`src/logic/apf_pkg.sv`:
```
// Constants for the amplifier power and fault control register bank.
// Assumes an 8-bit register port decoded from the serial control port.
package apf_pkg;

  localparam int unsigned ADDR_W = 8;
  localparam int unsigned DATA_W = 8;

  // Register offsets; page selector sits at offset zero on every page
  localparam logic [7:0] OFS_PAGE_SELECT   = 8'h00;
  localparam logic [7:0] OFS_RSVD_FIRST    = 8'h01;
  localparam logic [7:0] OFS_RSVD_LAST     = 8'h1D;
  localparam logic [7:0] OFS_FAULT_POLICY  = 8'h1E;
  localparam logic [7:0] OFS_HP_DRV_CTRL   = 8'h1F;
  localparam logic [7:0] OFS_SPK_DRV_CTRL  = 8'h20;

  // Page that holds this bank
  localparam logic [7:0] PAGE_AMP          = 8'h01;

  // Reset values
  localparam logic [7:0] RST_PAGE_SELECT   = 8'h00;
  localparam logic [7:0] RST_FAULT_POLICY  = 8'h00;
  localparam logic [7:0] RST_HP_DRV_CTRL   = 8'h04;
  localparam logic [7:0] RST_SPK_DRV_CTRL  = 8'h06;
  localparam logic [7:0] RDATA_IDLE        = 8'h00;

  // Fault policy fields
  localparam int unsigned FP_HP_KEEP       = 1;
  localparam int unsigned FP_SPK_KEEP      = 0;

  // Headphone driver control fields
  localparam int unsigned HP_LEFT_PWR      = 7;
  localparam int unsigned HP_RIGHT_PWR     = 6;
  localparam int unsigned HP_CM_MSB        = 4;
  localparam int unsigned HP_CM_LSB        = 3;
  localparam int unsigned HP_PROT_PWRDN    = 1;
  localparam int unsigned HP_SHORT_STAT    = 0;

  // Speaker driver control fields
  localparam int unsigned SPK_LEFT_PWR     = 7;
  localparam int unsigned SPK_RIGHT_PWR    = 6;
  localparam int unsigned SPK_SHORT_STAT   = 0;

endpackage

```
`src/logic/apf_short_guard.sv`:
```
// Short-circuit power-off decision for headphone and speaker drivers.
// Assumes short detect levels synchronous to the system clock.
`timescale 1ns/1ps
module apf_short_guard (
  input  wire logic hp_short_det,
  input  wire logic spk_short_det,
  input  wire logic hp_keep_on_short,
  input  wire logic spk_keep_on_short,
  input  wire logic hp_prot_pwrdn,
  output logic      hp_pwr_clear,
  output logic      spk_pwr_clear
);

  always_comb begin
    // Headphone bits only drop when protection is in power-down mode
    hp_pwr_clear  = hp_short_det && !hp_keep_on_short
                    && hp_prot_pwrdn;
    spk_pwr_clear = spk_short_det && !spk_keep_on_short;
  end

endmodule

```
`src/logic/apf_regs.sv`:
```
// Page selector and amplifier power / short-circuit control registers.
// Assumes a register port already decoded from the serial control port,
// and live short-detect levels from the analog drivers.
`timescale 1ns/1ps
module apf_regs
  import apf_pkg::*;
(
  input  wire logic                      clk_sys,
  input  wire logic                      sys_rst,
  input  wire logic                      reg_wr_en,
  input  wire logic                      reg_rd_en,
  input  wire logic [apf_pkg::ADDR_W-1:0] reg_addr,
  input  wire logic [apf_pkg::DATA_W-1:0] reg_wdata,
  output logic      [apf_pkg::DATA_W-1:0] reg_rdata,
  input  wire logic                      hp_short_det,
  input  wire logic                      spk_short_det,
  output logic      [apf_pkg::DATA_W-1:0] page_sel,
  output logic                           left_headphone_driver_pwr,
  output logic                           right_headphone_driver_pwr,
  output logic      [1:0]                hp_cm_sel,
  output logic                           hp_prot_pwrdn,
  output logic                           left_speaker_driver_pwr,
  output logic                           right_speaker_driver_pwr
);

  ////////////////////////////////////////////////////////////////////////

  logic [7:0] page_reg;
  logic [7:0] page_next;
  logic [7:0] policy_reg;
  logic [7:0] policy_next;
  logic [7:0] hp_reg;
  logic [7:0] hp_next;
  logic [7:0] spk_reg;
  logic [7:0] spk_next;
  logic [7:0] rdata_reg;
  logic [7:0] rdata_next;
  logic       hp_pwr_clear;
  logic       spk_pwr_clear;

  function automatic logic on_page_one(input logic [7:0] pg,
                                       input logic [7:0] adr,
                                       input logic [7:0] ofs);
    on_page_one = (pg == PAGE_AMP) && (adr == ofs);
  endfunction

  apf_short_guard u_guard (
    .hp_short_det      (hp_short_det),
    .spk_short_det     (spk_short_det),
    .hp_keep_on_short  (policy_reg[FP_HP_KEEP]),
    .spk_keep_on_short (policy_reg[FP_SPK_KEEP]),
    .hp_prot_pwrdn     (hp_reg[HP_PROT_PWRDN]),
    .hp_pwr_clear      (hp_pwr_clear),
    .spk_pwr_clear     (spk_pwr_clear)
  );

  ////////////////////////////////////////////////////////////////////////

  always_comb begin
    page_next   = page_reg;
    policy_next = policy_reg;
    hp_next     = hp_reg;
    spk_next    = spk_reg;
    if (reg_wr_en) begin
      if (reg_addr == OFS_PAGE_SELECT) begin
        page_next = reg_wdata;
      end
      // Reserved offsets 1-29 simply have no storage here
      if (on_page_one(page_reg, reg_addr, OFS_FAULT_POLICY)) begin
        policy_next = reg_wdata;
      end
      if (on_page_one(page_reg, reg_addr, OFS_HP_DRV_CTRL)) begin
        hp_next = reg_wdata;
      end
      if (on_page_one(page_reg, reg_addr, OFS_SPK_DRV_CTRL)) begin
        spk_next = reg_wdata;
      end
    end
    // Status bits are live, never stored
    hp_next[HP_SHORT_STAT]   = 1'b0;
    spk_next[SPK_SHORT_STAT] = 1'b0;
    // Protection wins over a same-cycle host write, so a shorted
    // driver cannot be re-enabled while its hp_pwr_clear or spk_pwr_clear holds
    if (hp_pwr_clear) begin
      hp_next[HP_LEFT_PWR]  = 1'b0;
      hp_next[HP_RIGHT_PWR] = 1'b0;
    end
    if (spk_pwr_clear) begin
      spk_next[SPK_LEFT_PWR]  = 1'b0;
      spk_next[SPK_RIGHT_PWR] = 1'b0;
    end
  end

  always_ff @(posedge clk_sys) begin
    if (sys_rst) begin
      page_reg   <= RST_PAGE_SELECT;
      policy_reg <= RST_FAULT_POLICY;
      hp_reg     <= RST_HP_DRV_CTRL;
      spk_reg    <= RST_SPK_DRV_CTRL;
    end else begin
      page_reg   <= page_next;
      policy_reg <= policy_next;
      hp_reg     <= hp_next;
      spk_reg    <= spk_next;
    end
  end

  ////////////////////////////////////////////////////////////////////////
  // Read path: data registered, valid the cycle after the read strobe

  always_comb begin
    rdata_next = rdata_reg;
    if (reg_rd_en) begin
      rdata_next = RDATA_IDLE;
      if (reg_addr == OFS_PAGE_SELECT) begin
        rdata_next = page_reg;
      end else if (on_page_one(page_reg, reg_addr, OFS_FAULT_POLICY)) begin
        rdata_next = policy_reg;
      end else if (on_page_one(page_reg, reg_addr, OFS_HP_DRV_CTRL)) begin
        rdata_next = {hp_reg[7:1], hp_short_det};
      end else if (on_page_one(page_reg, reg_addr, OFS_SPK_DRV_CTRL)) begin
        // Live spk_short_det is read back whether or not a speaker driver is powered
        rdata_next = {spk_reg[7:1], spk_short_det};
      end
    end
  end

  always_ff @(posedge clk_sys) begin
    if (sys_rst) begin
      rdata_reg <= RDATA_IDLE;
    end else begin
      rdata_reg <= rdata_next;
    end
  end

  assign reg_rdata                  = rdata_reg;
  assign page_sel                   = page_reg;
  assign left_headphone_driver_pwr  = hp_reg[HP_LEFT_PWR];
  assign right_headphone_driver_pwr = hp_reg[HP_RIGHT_PWR];
  assign hp_cm_sel                  = hp_reg[HP_CM_MSB:HP_CM_LSB];
  assign hp_prot_pwrdn              = hp_reg[HP_PROT_PWRDN];
  assign left_speaker_driver_pwr    = spk_reg[SPK_LEFT_PWR];
  assign right_speaker_driver_pwr   = spk_reg[SPK_RIGHT_PWR];

  ////////////////////////////////////////////////////////////////////////

  property p_page_write;
    @(posedge clk_sys) disable iff (sys_rst)
    reg_wr_en && reg_addr == OFS_PAGE_SELECT |=> page_sel == $past(reg_wdata);
  endproperty
  a_page_write: assert property (p_page_write)
    else $error("page selector did not take written value");

  property p_hp_clear;
    @(posedge clk_sys) disable iff (sys_rst)
    hp_short_det && !policy_reg[FP_HP_KEEP] && hp_prot_pwrdn
    |=> !left_headphone_driver_pwr && !right_headphone_driver_pwr;
  endproperty
  a_hp_clear: assert property (p_hp_clear)
    else $error("headphone power not cleared on short");

  property p_spk_clear;
    @(posedge clk_sys) disable iff (sys_rst)
    spk_short_det && !policy_reg[FP_SPK_KEEP]
    |=> !left_speaker_driver_pwr && !right_speaker_driver_pwr;
  endproperty
  a_spk_clear: assert property (p_spk_clear)
    else $error("speaker power not cleared on short");

  property p_spk_keep;
    @(posedge clk_sys) disable iff (sys_rst)
    policy_reg[FP_SPK_KEEP] && !reg_wr_en
    |=> $stable(left_speaker_driver_pwr) && $stable(right_speaker_driver_pwr);
  endproperty
  a_spk_keep: assert property (p_spk_keep)
    else $error("speaker power changed while policy keeps it");

  property p_hp_left_write;
    @(posedge clk_sys) disable iff (sys_rst)
    reg_wr_en && page_sel == PAGE_AMP && reg_addr == OFS_HP_DRV_CTRL
    && !hp_short_det
    |=> left_headphone_driver_pwr == $past(reg_wdata[HP_LEFT_PWR])
        && hp_cm_sel == $past(reg_wdata[HP_CM_MSB:HP_CM_LSB]);
  endproperty
  a_hp_left_write: assert property (p_hp_left_write)
    else $error("headphone control write not applied");

  property p_hp_right_keep;
    @(posedge clk_sys) disable iff (sys_rst)
    !reg_wr_en && !hp_pwr_clear |=> $stable(right_headphone_driver_pwr);
  endproperty
  a_hp_right_keep: assert property (p_hp_right_keep)
    else $error("right headphone power changed without cause");

  property p_hp_status_read;
    @(posedge clk_sys) disable iff (sys_rst)
    reg_rd_en && page_sel == PAGE_AMP && reg_addr == OFS_HP_DRV_CTRL
    |=> reg_rdata[HP_SHORT_STAT] == $past(hp_short_det)
        && reg_rdata[HP_PROT_PWRDN] == $past(hp_prot_pwrdn);
  endproperty
  a_hp_status_read: assert property (p_hp_status_read)
    else $error("headphone status read wrong");

  property p_spk_read;
    @(posedge clk_sys) disable iff (sys_rst)
    reg_rd_en && page_sel == PAGE_AMP && reg_addr == OFS_SPK_DRV_CTRL
    |=> reg_rdata[SPK_SHORT_STAT] == $past(spk_short_det)
        && reg_rdata[SPK_LEFT_PWR] == $past(left_speaker_driver_pwr);
  endproperty
  a_spk_read: assert property (p_spk_read)
    else $error("speaker status read wrong");

  property p_clear_seen;
    @(posedge clk_sys) disable iff (sys_rst)
    spk_pwr_clear ##1 reg_rd_en && page_sel == PAGE_AMP
    && reg_addr == OFS_SPK_DRV_CTRL && !reg_wr_en
    |=> reg_rdata[SPK_LEFT_PWR] == 1'b0;
  endproperty
  a_clear_seen: assert property (p_clear_seen)
    else $error("protection power-off not visible on read");

  c_hp_trip:  cover property (@(posedge clk_sys) disable iff (sys_rst)
    left_headphone_driver_pwr ##1 hp_pwr_clear ##1
    !left_headphone_driver_pwr);
  c_spk_trip: cover property (@(posedge clk_sys) disable iff (sys_rst)
    right_speaker_driver_pwr ##1 spk_pwr_clear);
  c_page_two: cover property (@(posedge clk_sys) disable iff (sys_rst)
    reg_wr_en && reg_addr == OFS_PAGE_SELECT && reg_wdata == 8'h02);

endmodule

```
`config.mk`:
```
export PLATFORM = sky130hd
export DESIGN_NAME = apf_regs
export DESIGN_NICKNAME = d
export VERILOG_FILES = /design/src/logic/apf_pkg.sv /design/src/logic/apf_short_guard.sv /design/src/logic/apf_regs.sv
export SDC_FILE = /design/constraint.sdc
export NUM_CORES = 1
export LEC_CHECK = 0
export ABC_AREA = 1
export BUFFER_PORTS_ARGS = -buffer_cell sky130_fd_sc_hd__buf_2
export CORE_MARGIN = 2
export CORE_UTILIZATION = 30
export DETAILED_ROUTE_END_ITERATION = 10
export PLACE_DENSITY = 0.55
export SLEW_MARGIN = 25
export SYNTH_ARGS = -nofsm -noshare
export SYNTH_HDL_FRONTEND = slang
export SYNTH_SLANG_ARGS = --single-unit
```
`constraint.sdc`:
```
create_clock -name clk_sys -period 1.6 [get_ports clk_sys]
set_clock_uncertainty 0.05 [all_clocks]
set_input_delay 0.16 -clock clk_sys [delete_from_list [all_inputs] [get_ports clk_sys]]
set_output_delay 0.16 -clock clk_sys [all_outputs]
set_load 0.02 [all_outputs]
```
==> flow_metrics.py, run 1 <==
metrics = {
    "clocking": {
        "worst_skew_pair_latency_ns": 0.29,
        "worst_setup_hold_path_clk_slew_ns": 0.07,
        "cts-hold-fix-buffers": 0,
        "cts_buffers": 5,
        "cts_root_buf": "sky130_fd_sc_hd__clkbuf_8",
        "cts_tree": "done",
        "cts_max_path_buffers": 2,
        "ctsHtreeMaxLevel": 2,
        "numClockSinks": 38,
    },
    "synthesis": {
        "synth_cell_type_count": 26,
        "synth_warnings": 0,
        "mapped_avg_cell_area_sq_um": 8.120,
        "synth-seq-cells": 38,
        "synth.net_count": 261,
        "syn-instance-count": 239,
        "synthesis.area_sq_um": 1941,
        "seq_area_frac_synth_pct": 39.20,
    },
    "die": {
        "die_y_um": 84.43,
        "floorplan.rows": 29,
        "fp.dieW_um": 84.43,
        "design.portCount": 45,
        "initial_core_util_pct": 30.74,
        "fp.dieArea_sq_um": 7128,
        "placeableCoreArea_sq_um": 6314,
    },
    "global_routing": {
        "grt_antenna_before_repair": 0,
        "grt_most_used_layer": "met2",
        "vias_in_the_first_global_route": 1676,
        "routing_usage_on_met1_pct": 20.55,
        "grt_use_met2_pct": 23.30,
        "grt_first_pass_wirelength_um": 8418,
        "largest_net_degree_at_the_start_of_global_routing": 25,
        "global_route.overflow_total": 0,
        "groute.layer.met3.usage_pct": 3.048,
        "grt_usage_pct": 14.87,
    },
    "sta": {
        "final.min_clock_period_ns": 1.505,
        "max_slew.worst_pin.slew_ns": 0.3974,
        "max-slew-margin-rel_pct": 73.48,
        "timing_max_transition_violations_final": 0,
        "fin_ws_ns": 0.09549,
        "finalHoldViolCount": 0,
        "unrepaired_setup_endpoints_after_global_routing": "false",
        "fmax_ghz": 0.6647,
        "timing.setup.tns_ns": 0,
        "timing.final.crit_share_pct": 94.03,
        "final-setup-viol-count": 0,
    },
    "critical_path": {
        "critical_path.top_delay_family": "simple AND/OR/NAND/NOR gates",
        "worst_path_largest_cell_delay_ns": 0.35,
        "crit_arrival_ns": 1.68,
        "critical_path_buffer_and_inverter_count": 1,
        "worstSetupEndpointType": "flip-flop",
        "worstSetupStartpointType": "flip-flop",
        "critical_path_class": "reg2reg",
        "cpMaxStageDelayCell": "sky130_fd_sc_hd__dfxtp_1",
        "ff2ff_setup_slack_ns": 0.1,
        "r2r.worst_path.cells": 8,
        "cp_max_fo": 24,
        "regToRegStartpoint": "page_sel[3]$_SDFFE_PP0P_",
        "crit_path_cell_trace": "nor2_2, nand2_2, nor2_4, buf_6, nand3_1, nand4_1, nand2_1, a21oi_2",
        "crit_required_ns": 1.77,
        "timing.rr.end": "reg_rdata[5]$_SDFFE_PP0P_",
    },
    "worst_hold_path": {
        "hold_path_class": "in2reg",
        "hp-start": "reg_wdata[2]",
        "timing.hold.worst_path_depth": 3,
        "hold_end": "hp_reg[2]$_SDFFE_PP1P_",
    },
    "place": {
        "gpl.final_weighted_congestion": 0.8565,
        "setup_slack_at_placement_ns": 0.08341,
        "dp_hpwl_um": 3906,
        "placed_area_sq_um": 2200,
        "io_buffers": 44,
    },
    "final_layout": {
        "stdcell_area_sq_um": 2300,
        "fin_nets": 309,
        "layout-area-overhead-vs-synth_pct": 18.50,
        "postLayoutCoreUtil_pct": 36.42,
        "drive_gt1_share_pct": 32.29,
        "antenna_cells_inserted": 0,
    },
    "detailed_routing": {
        "wirelength_um": 5071,
        "route.detailed.wl_per_inst_um": 13.89,
        "route.detailed.drc": 0,
        "vias_per_cell": 4.751,
        "final_antenna_net_count": 0,
        "drt_pass1_iterations": 4,
        "first_iter_violations": 128,
        "route.vias.total": 1734,
    },
    "power_and_ir_drop": {
        "leakagePower_nw": 1.035,
        "max-vdd-ir-drop_v": 0.0004804,
        "post-layout-total-power_mw": 1.727,
        "cellPowerDensity_nw_per_um2": 751.1,
    },
    "run_status": {
        "outcome": "complete, no violations",
    },
    "run": {
        "max_cap_check_violation_count": 0,
    },
}
[synth_stat cells]
library cell | number | area share, %
sky130_fd_sc_hd__nor2_1 | 6 | 1.2
sky130_fd_sc_hd__buf_12 | 3 | 3.1
sky130_fd_sc_hd__buf_4 | 4 | 1.5
sky130_fd_sc_hd__nand3_2 | 2 | 1.0
sky130_fd_sc_hd__clkbuf_1 | 1 | 0.19
sky130_fd_sc_hd__clkinv_2 | 2 | 0.52
sky130_fd_sc_hd__inv_2 | 1 | 0.19
sky130_fd_sc_hd__buf_2 | 1 | 0.26
sky130_fd_sc_hd__buf_6 | 1 | 0.58
sky130_fd_sc_hd__a21oi_2 | 10 | 4.5
sky130_fd_sc_hd__nor2_8 | 3 | 3.1
sky130_fd_sc_hd__nand2_2 | 3 | 0.97
sky130_fd_sc_hd__o21ai_0 | 10 | 2.6
sky130_fd_sc_hd__a21oi_1 | 24 | 6.2
sky130_fd_sc_hd__inv_1 | 21 | 4.1
sky130_fd_sc_hd__o211ai_1 | 2 | 0.77
sky130_fd_sc_hd__nor2_4 | 6 | 3.5
sky130_fd_sc_hd__dfxtp_1 | 38 | 39
sky130_fd_sc_hd__nor3_1 | 1 | 0.26
sky130_fd_sc_hd__o21ai_1 | 18 | 4.6
sky130_fd_sc_hd__clkinv_1 | 1 | 0.19
sky130_fd_sc_hd__nand3_1 | 29 | 7.5
sky130_fd_sc_hd__nand2_1 | 35 | 6.8
sky130_fd_sc_hd__nand4_1 | 9 | 2.9
sky130_fd_sc_hd__nor2_2 | 5 | 1.6
sky130_fd_sc_hd__nand3_4 | 3 | 2.7
[worst reg2reg max path: stages (launching register included)]
cell and delay (ns):
sky130_fd_sc_hd__dfxtp_1 0.35, sky130_fd_sc_hd__nor2_2 0.12, sky130_fd_sc_hd__nand2_2 0.08, sky130_fd_sc_hd__nor2_4 0.19
sky130_fd_sc_hd__buf_6 0.23, sky130_fd_sc_hd__nand3_1 0.10, sky130_fd_sc_hd__nand4_1 0.12, sky130_fd_sc_hd__nand2_1 0.08
sky130_fd_sc_hd__a21oi_2 0.12
[final cells by class]
class / count / area [sq um]
Clock inverter: 1 / 5.005
Tap cell: 77 / 96.34
Inverter: 25 / 97.59
Clock buffer: 7 / 86.33
Multi-Input combinational cell: 166 / 973.4
Fill cell: 724 / 4014
Timing Repair Buffer: 51 / 280.3
Sequential cell: 38 / 760.7
[where the power goes]
group          leakage (nW)  switching [mW]  internal [mW]
sequential            0.306        0.000463          0.946
clock                0.0482           0.321          0.347
combinational         0.680          0.0775         0.0356
[kinds of logic after synthesis]
group | count (synthesis) | synth area share, %
simple gates | 102 | 31.46
compound gates | 64 | 18.70
flops | 38 | 39.20
buf+inv | 35 | 10.64
[through the flow]
step                instances  hold WS [ns]
finish                    365       0.05268
detailed placement        357        0.3513
floorplan                 239        0.2362
global placement          357        0.3555
global route              365       0.05525
CTS                       365       0.04670
[what timing repair did]
| action | 4_1_cts | 5_1_grt |
|---|---|---|
| setup endpoints to repair | 0 | 6 |
| gates resized for setup | 0 | 3 |
| buffers inserted | 0 | 0 |
[how the worst max path moves through the flow]
stage | endpoint | startpoint | depth (start not counted)
after global routing | reg_rdata[5]$_SDFFE_PP0P_ | page_sel[0]$_SDFFE_PP0P_ | 9
final | reg_rdata[5]$_SDFFE_PP0P_ | page_sel[3]$_SDFFE_PP0P_ | 8
after detailed placement | reg_rdata[5]$_SDFFE_PP0P_ | page_sel[3]$_SDFFE_PP0P_ | 8
after CTS | reg_rdata[5]$_SDFFE_PP0P_ | page_sel[3]$_SDFFE_PP0P_ | 8
after global placement | reg_rdata[5]$_SDFFE_PP0P_ | page_sel[5]$_SDFFE_PP0P_ | 8
after floorplan | policy_reg[1]$_SDFFE_PP0P_ | page_sel[0]$_SDFFE_PP0P_ | 8
[cell usage in the layout, fill, tap and decap left out]
master / netlist / layout
sky130_fd_sc_hd__clkinv_1: 1 / 1
sky130_fd_sc_hd__nand3_1: 29 / 29
sky130_fd_sc_hd__nor2_8: 3 / 3
sky130_fd_sc_hd__nand3_4: 3 / 3
sky130_fd_sc_hd__nand2_1: 35 / 35
sky130_fd_sc_hd__inv_1: 21 / 21
sky130_fd_sc_hd__buf_6: 1 / 2
sky130_fd_sc_hd__inv_2: 1 / 1
sky130_fd_sc_hd__buf_2: 1 / 44
sky130_fd_sc_hd__o21ai_1: 18 / 18
sky130_fd_sc_hd__clkbuf_8: 0 / 6
sky130_fd_sc_hd__a21oi_1: 24 / 24
sky130_fd_sc_hd__nand3_2: 2 / 2
sky130_fd_sc_hd__buf_4: 4 / 5
sky130_fd_sc_hd__a21oi_2: 10 / 10
sky130_fd_sc_hd__o211ai_1: 2 / 2
sky130_fd_sc_hd__o21ai_0: 10 / 10
sky130_fd_sc_hd__nor2_1: 6 / 6
sky130_fd_sc_hd__nor2_2: 5 / 5
sky130_fd_sc_hd__nor3_1: 1 / 1
sky130_fd_sc_hd__inv_4: 0 / 1
sky130_fd_sc_hd__nand2_2: 3 / 3
sky130_fd_sc_hd__dfxtp_1: 38 / 38
sky130_fd_sc_hd__nor2_4: 6 / 6
sky130_fd_sc_hd__clkbuf_1: 1 / 1
sky130_fd_sc_hd__clkinv_2: 2 / 2
sky130_fd_sc_hd__nand4_1: 9 / 9
[routing by layer]
layer / share of wire (%) / vias to the layer above / wire (um)
met4: 1.5 / 0 / 74
met2: 44 / 42 / 2247
met1: 50 / 785 / 2518
met5: 0 / - / 0
li1: - / 901 / -
met3: 4.5 / 6 / 230
No activity file was read; power rests on OpenSTA's default activity.
==> run 2, diff against run 1 <==
Settings changed: CORE_MARGIN 2 to 3, CTS_CLUSTER_DIAMETER set to 150.
==> run 2 against run 1 <==
Effect of this change:
- final cell count rose by 0.82%
- first-iteration DRC count rose by 13%
- critical path type unchanged
- fmax rose by 0.53%
- sequential power barely moved
- sequential share of layout area fell by 0.81 points
- power rose by 6.7%
- combinational power barely moved
- critical path depth rose by 2
- worst setup slack improved by 0.0080 ns
- final area rose by 2.5%
- clock-buffer cell count did not move
- clock power rose by 17%
==> flow_metrics.py, run 2 (synthesized netlist as in run 1, its figures left out) <==
metrics = {
    "clocking": {
        "numClockSinks": 38,
        "cts_tree": "done",
        "worst_setup_hold_path_clk_slew_ns": 0.07,
        "cts_max_path_buffers": 2,
        "worst_skew_pair_latency_ns": 0.28,
        "ctsHtreeMaxLevel": 2,
        "cts_buffers": 5,
        "cts_root_buf": "sky130_fd_sc_hd__clkbuf_8",
        "cts-hold-fix-buffers": 0,
    },
    "final_layout": {
        "drive_gt1_share_pct": 33.11,
        "antenna_cells_inserted": 0,
        "fin_nets": 314,
        "stdcell_count": 368,
        "layout-area-overhead-vs-synth_pct": 21.47,
        "final_common_cell": "sky130_fd_sc_hd__buf_2",
        "fillCellCount": 678,
        "commonest_cells_after_routing_fill_and_taps_aside": "44 x sky130_fd_sc_hd__buf_2, 38 x sky130_fd_sc_hd__dfxtp_1, 35 x sky130_fd_sc_hd__nand2_1",
        "stdcell_area_sq_um": 2357,
    },
    "worst_hold_path": {
        "hold_path_class": "in2reg",
        "hp-start": "reg_wdata[2]",
    },
    "die": {
        "initial_core_util_pct": 31.83,
        "floorplan.rows": 28,
        "design.portCount": 45,
        "placeableCoreArea_sq_um": 6096,
        "fp.dieArea_sq_um": 7470,
        "fp.dieW_um": 86.43,
        "die_y_um": 86.43,
    },
    "sta": {
        "timing.final.crit_share_pct": 93.53,
        "final.min_clock_period_ns": 1.497,
        "fmax_ghz": 0.6682,
        "timing_max_transition_violations_final": 0,
        "max-slew-margin-rel_pct": 73.19,
        "max_slew.worst_pin.slew_ns": 0.4016,
        "fin_ws_ns": 0.1035,
        "finalHoldViolCount": 0,
        "final-setup-viol-count": 0,
        "timing.setup.tns_ns": 0,
    },
    "power_and_ir_drop": {
        "post-layout-total-power_mw": 1.843,
        "max-vdd-ir-drop_v": 0.0006227,
        "cellPowerDensity_nw_per_um2": 781.7,
        "leakagePower_nw": 1.068,
    },
    "place": {
        "io_buffers": 44,
        "placedCellCount": 359,
        "dp_hpwl_um": 3992,
        "gpl.final_weighted_congestion": 0.8669,
        "setup_slack_at_placement_ns": 0.05107,
        "placed_area_sq_um": 2227,
    },
    "detailed_routing": {
        "final_antenna_net_count": 0,
        "drt_pass1_iterations": 4,
        "route.vias.total": 1775,
        "first_iter_violations": 144,
        "vias_per_cell": 4.823,
        "route.detailed.drc": 0,
        "wirelength_um": 5116,
        "route.detailed.wl_per_inst_um": 13.90,
    },
    "run": {
        "max_cap_check_violation_count": 0,
    },
    "run_status": {
        "outcome": "complete, no violations",
    },
    "critical_path": {
        "crit_required_ns": 1.77,
        "worstSetupStartpointType": "flip-flop",
        "cp_max_fo": 10,
        "worstSetupEndpointType": "flip-flop",
        "critical_path_class": "reg2reg",
        "regToRegStartpoint": "page_sel[0]$_SDFFE_PP0P_",
        "worst_setup_path_startpoint": "page_sel[0]$_SDFFE_PP0P_",
        "crit_arrival_ns": 1.67,
    },
    "global_routing": {
        "vias_in_the_first_global_route": 1602,
        "grt_antenna_before_repair": 0,
        "global_route.overflow_total": 0,
        "grt_usage_pct": 14.07,
        "grt_first_pass_wirelength_um": 8204,
        "largest_net_degree_at_the_start_of_global_routing": 15,
    },
}
run 2: cell count changes in the layout (fill, tap and decap cells not counted):
cell,before,now
sky130_fd_sc_hd__buf_12,0,1
sky130_fd_sc_hd__buf_4,5,10
sky130_fd_sc_hd__buf_6,2,1
sky130_fd_sc_hd__bufinv_16,0,1
sky130_fd_sc_hd__clkbuf_1,1,2
sky130_fd_sc_hd__clkbuf_8,6,5
sky130_fd_sc_hd__inv_4,1,0
run 2: power breakdown:
part	total (mW)	leakage, nW	internal, mW	switching (mW)
clock network	0.782	0.0524	0.466	0.316
logic	0.115	0.709	0.0353	0.0794
registers	0.946	0.306	0.946	0.000332
total	1.84	1.07	1.45	0.395
run 2: area by class of cell:
cell class	instances	area, sq um	share of cell area [%]
Clock inverter	1	30.03	1.274
Timing Repair Buffer	56	326.6	13.85
Sequential cell	38	760.7	32.27
Multi-Input combinational cell	166	973.4	41.30
Clock buffer	7	76.32	3.238
Tap cell	75	93.84	3.981
Inverter	25	96.34	4.087
run 2: metal layers:
metal	wire length (um)	GRT usage [%]	share of wire (%)	vias up
met5	0	0	0	-
met4	73	4.249	1.4	0
met3	319	2.947	6.2	9
met2	2145	20.17	42	53
met1	2578	20.98	50	796
li1	-	-	-	917
run 2: worst paths after layout:
path                                     to  slack [ns]  cells past startpoint
setup / recovery  reg_rdata[2]$_SDFFE_PP0P_        0.10                     10
hold / removal       hp_reg[2]$_SDFFE_PP1P_        0.05                      3
setup reg to reg  reg_rdata[2]$_SDFFE_PP0P_        0.10                     10
hold reg to reg   reg_rdata[1]$_SDFFE_PP0P_        0.41                      2
run 2: metrics by stage:
stage          utilization [%]  hold slack (ns)
2_1_floorplan                -           0.2362
3_3_place_gp             36.54           0.3442
3_5_place_dp             36.54           0.3482
4_1_cts                  38.28          0.04861
5_1_grt                  38.67          0.06731
6_report                 38.67          0.05163
run 2: worst max-delay path, stage by stage (launching register included):
cell                      delay, ns
sky130_fd_sc_hd__dfxtp_1       0.33
sky130_fd_sc_hd__inv_1         0.07
sky130_fd_sc_hd__nor2_2        0.10
sky130_fd_sc_hd__nand2_2       0.07
sky130_fd_sc_hd__nor2_4        0.12
sky130_fd_sc_hd__buf_12        0.14
sky130_fd_sc_hd__buf_4         0.15
sky130_fd_sc_hd__nand3_1       0.09
sky130_fd_sc_hd__nand4_1       0.13
sky130_fd_sc_hd__nand2_1       0.08
sky130_fd_sc_hd__a21oi_2       0.11
run 2: timing repair:
item	in CTS	in global routing
buffers inserted	0	1
endpoints found under the setup margin	0	22
gates resized for setup	0	1
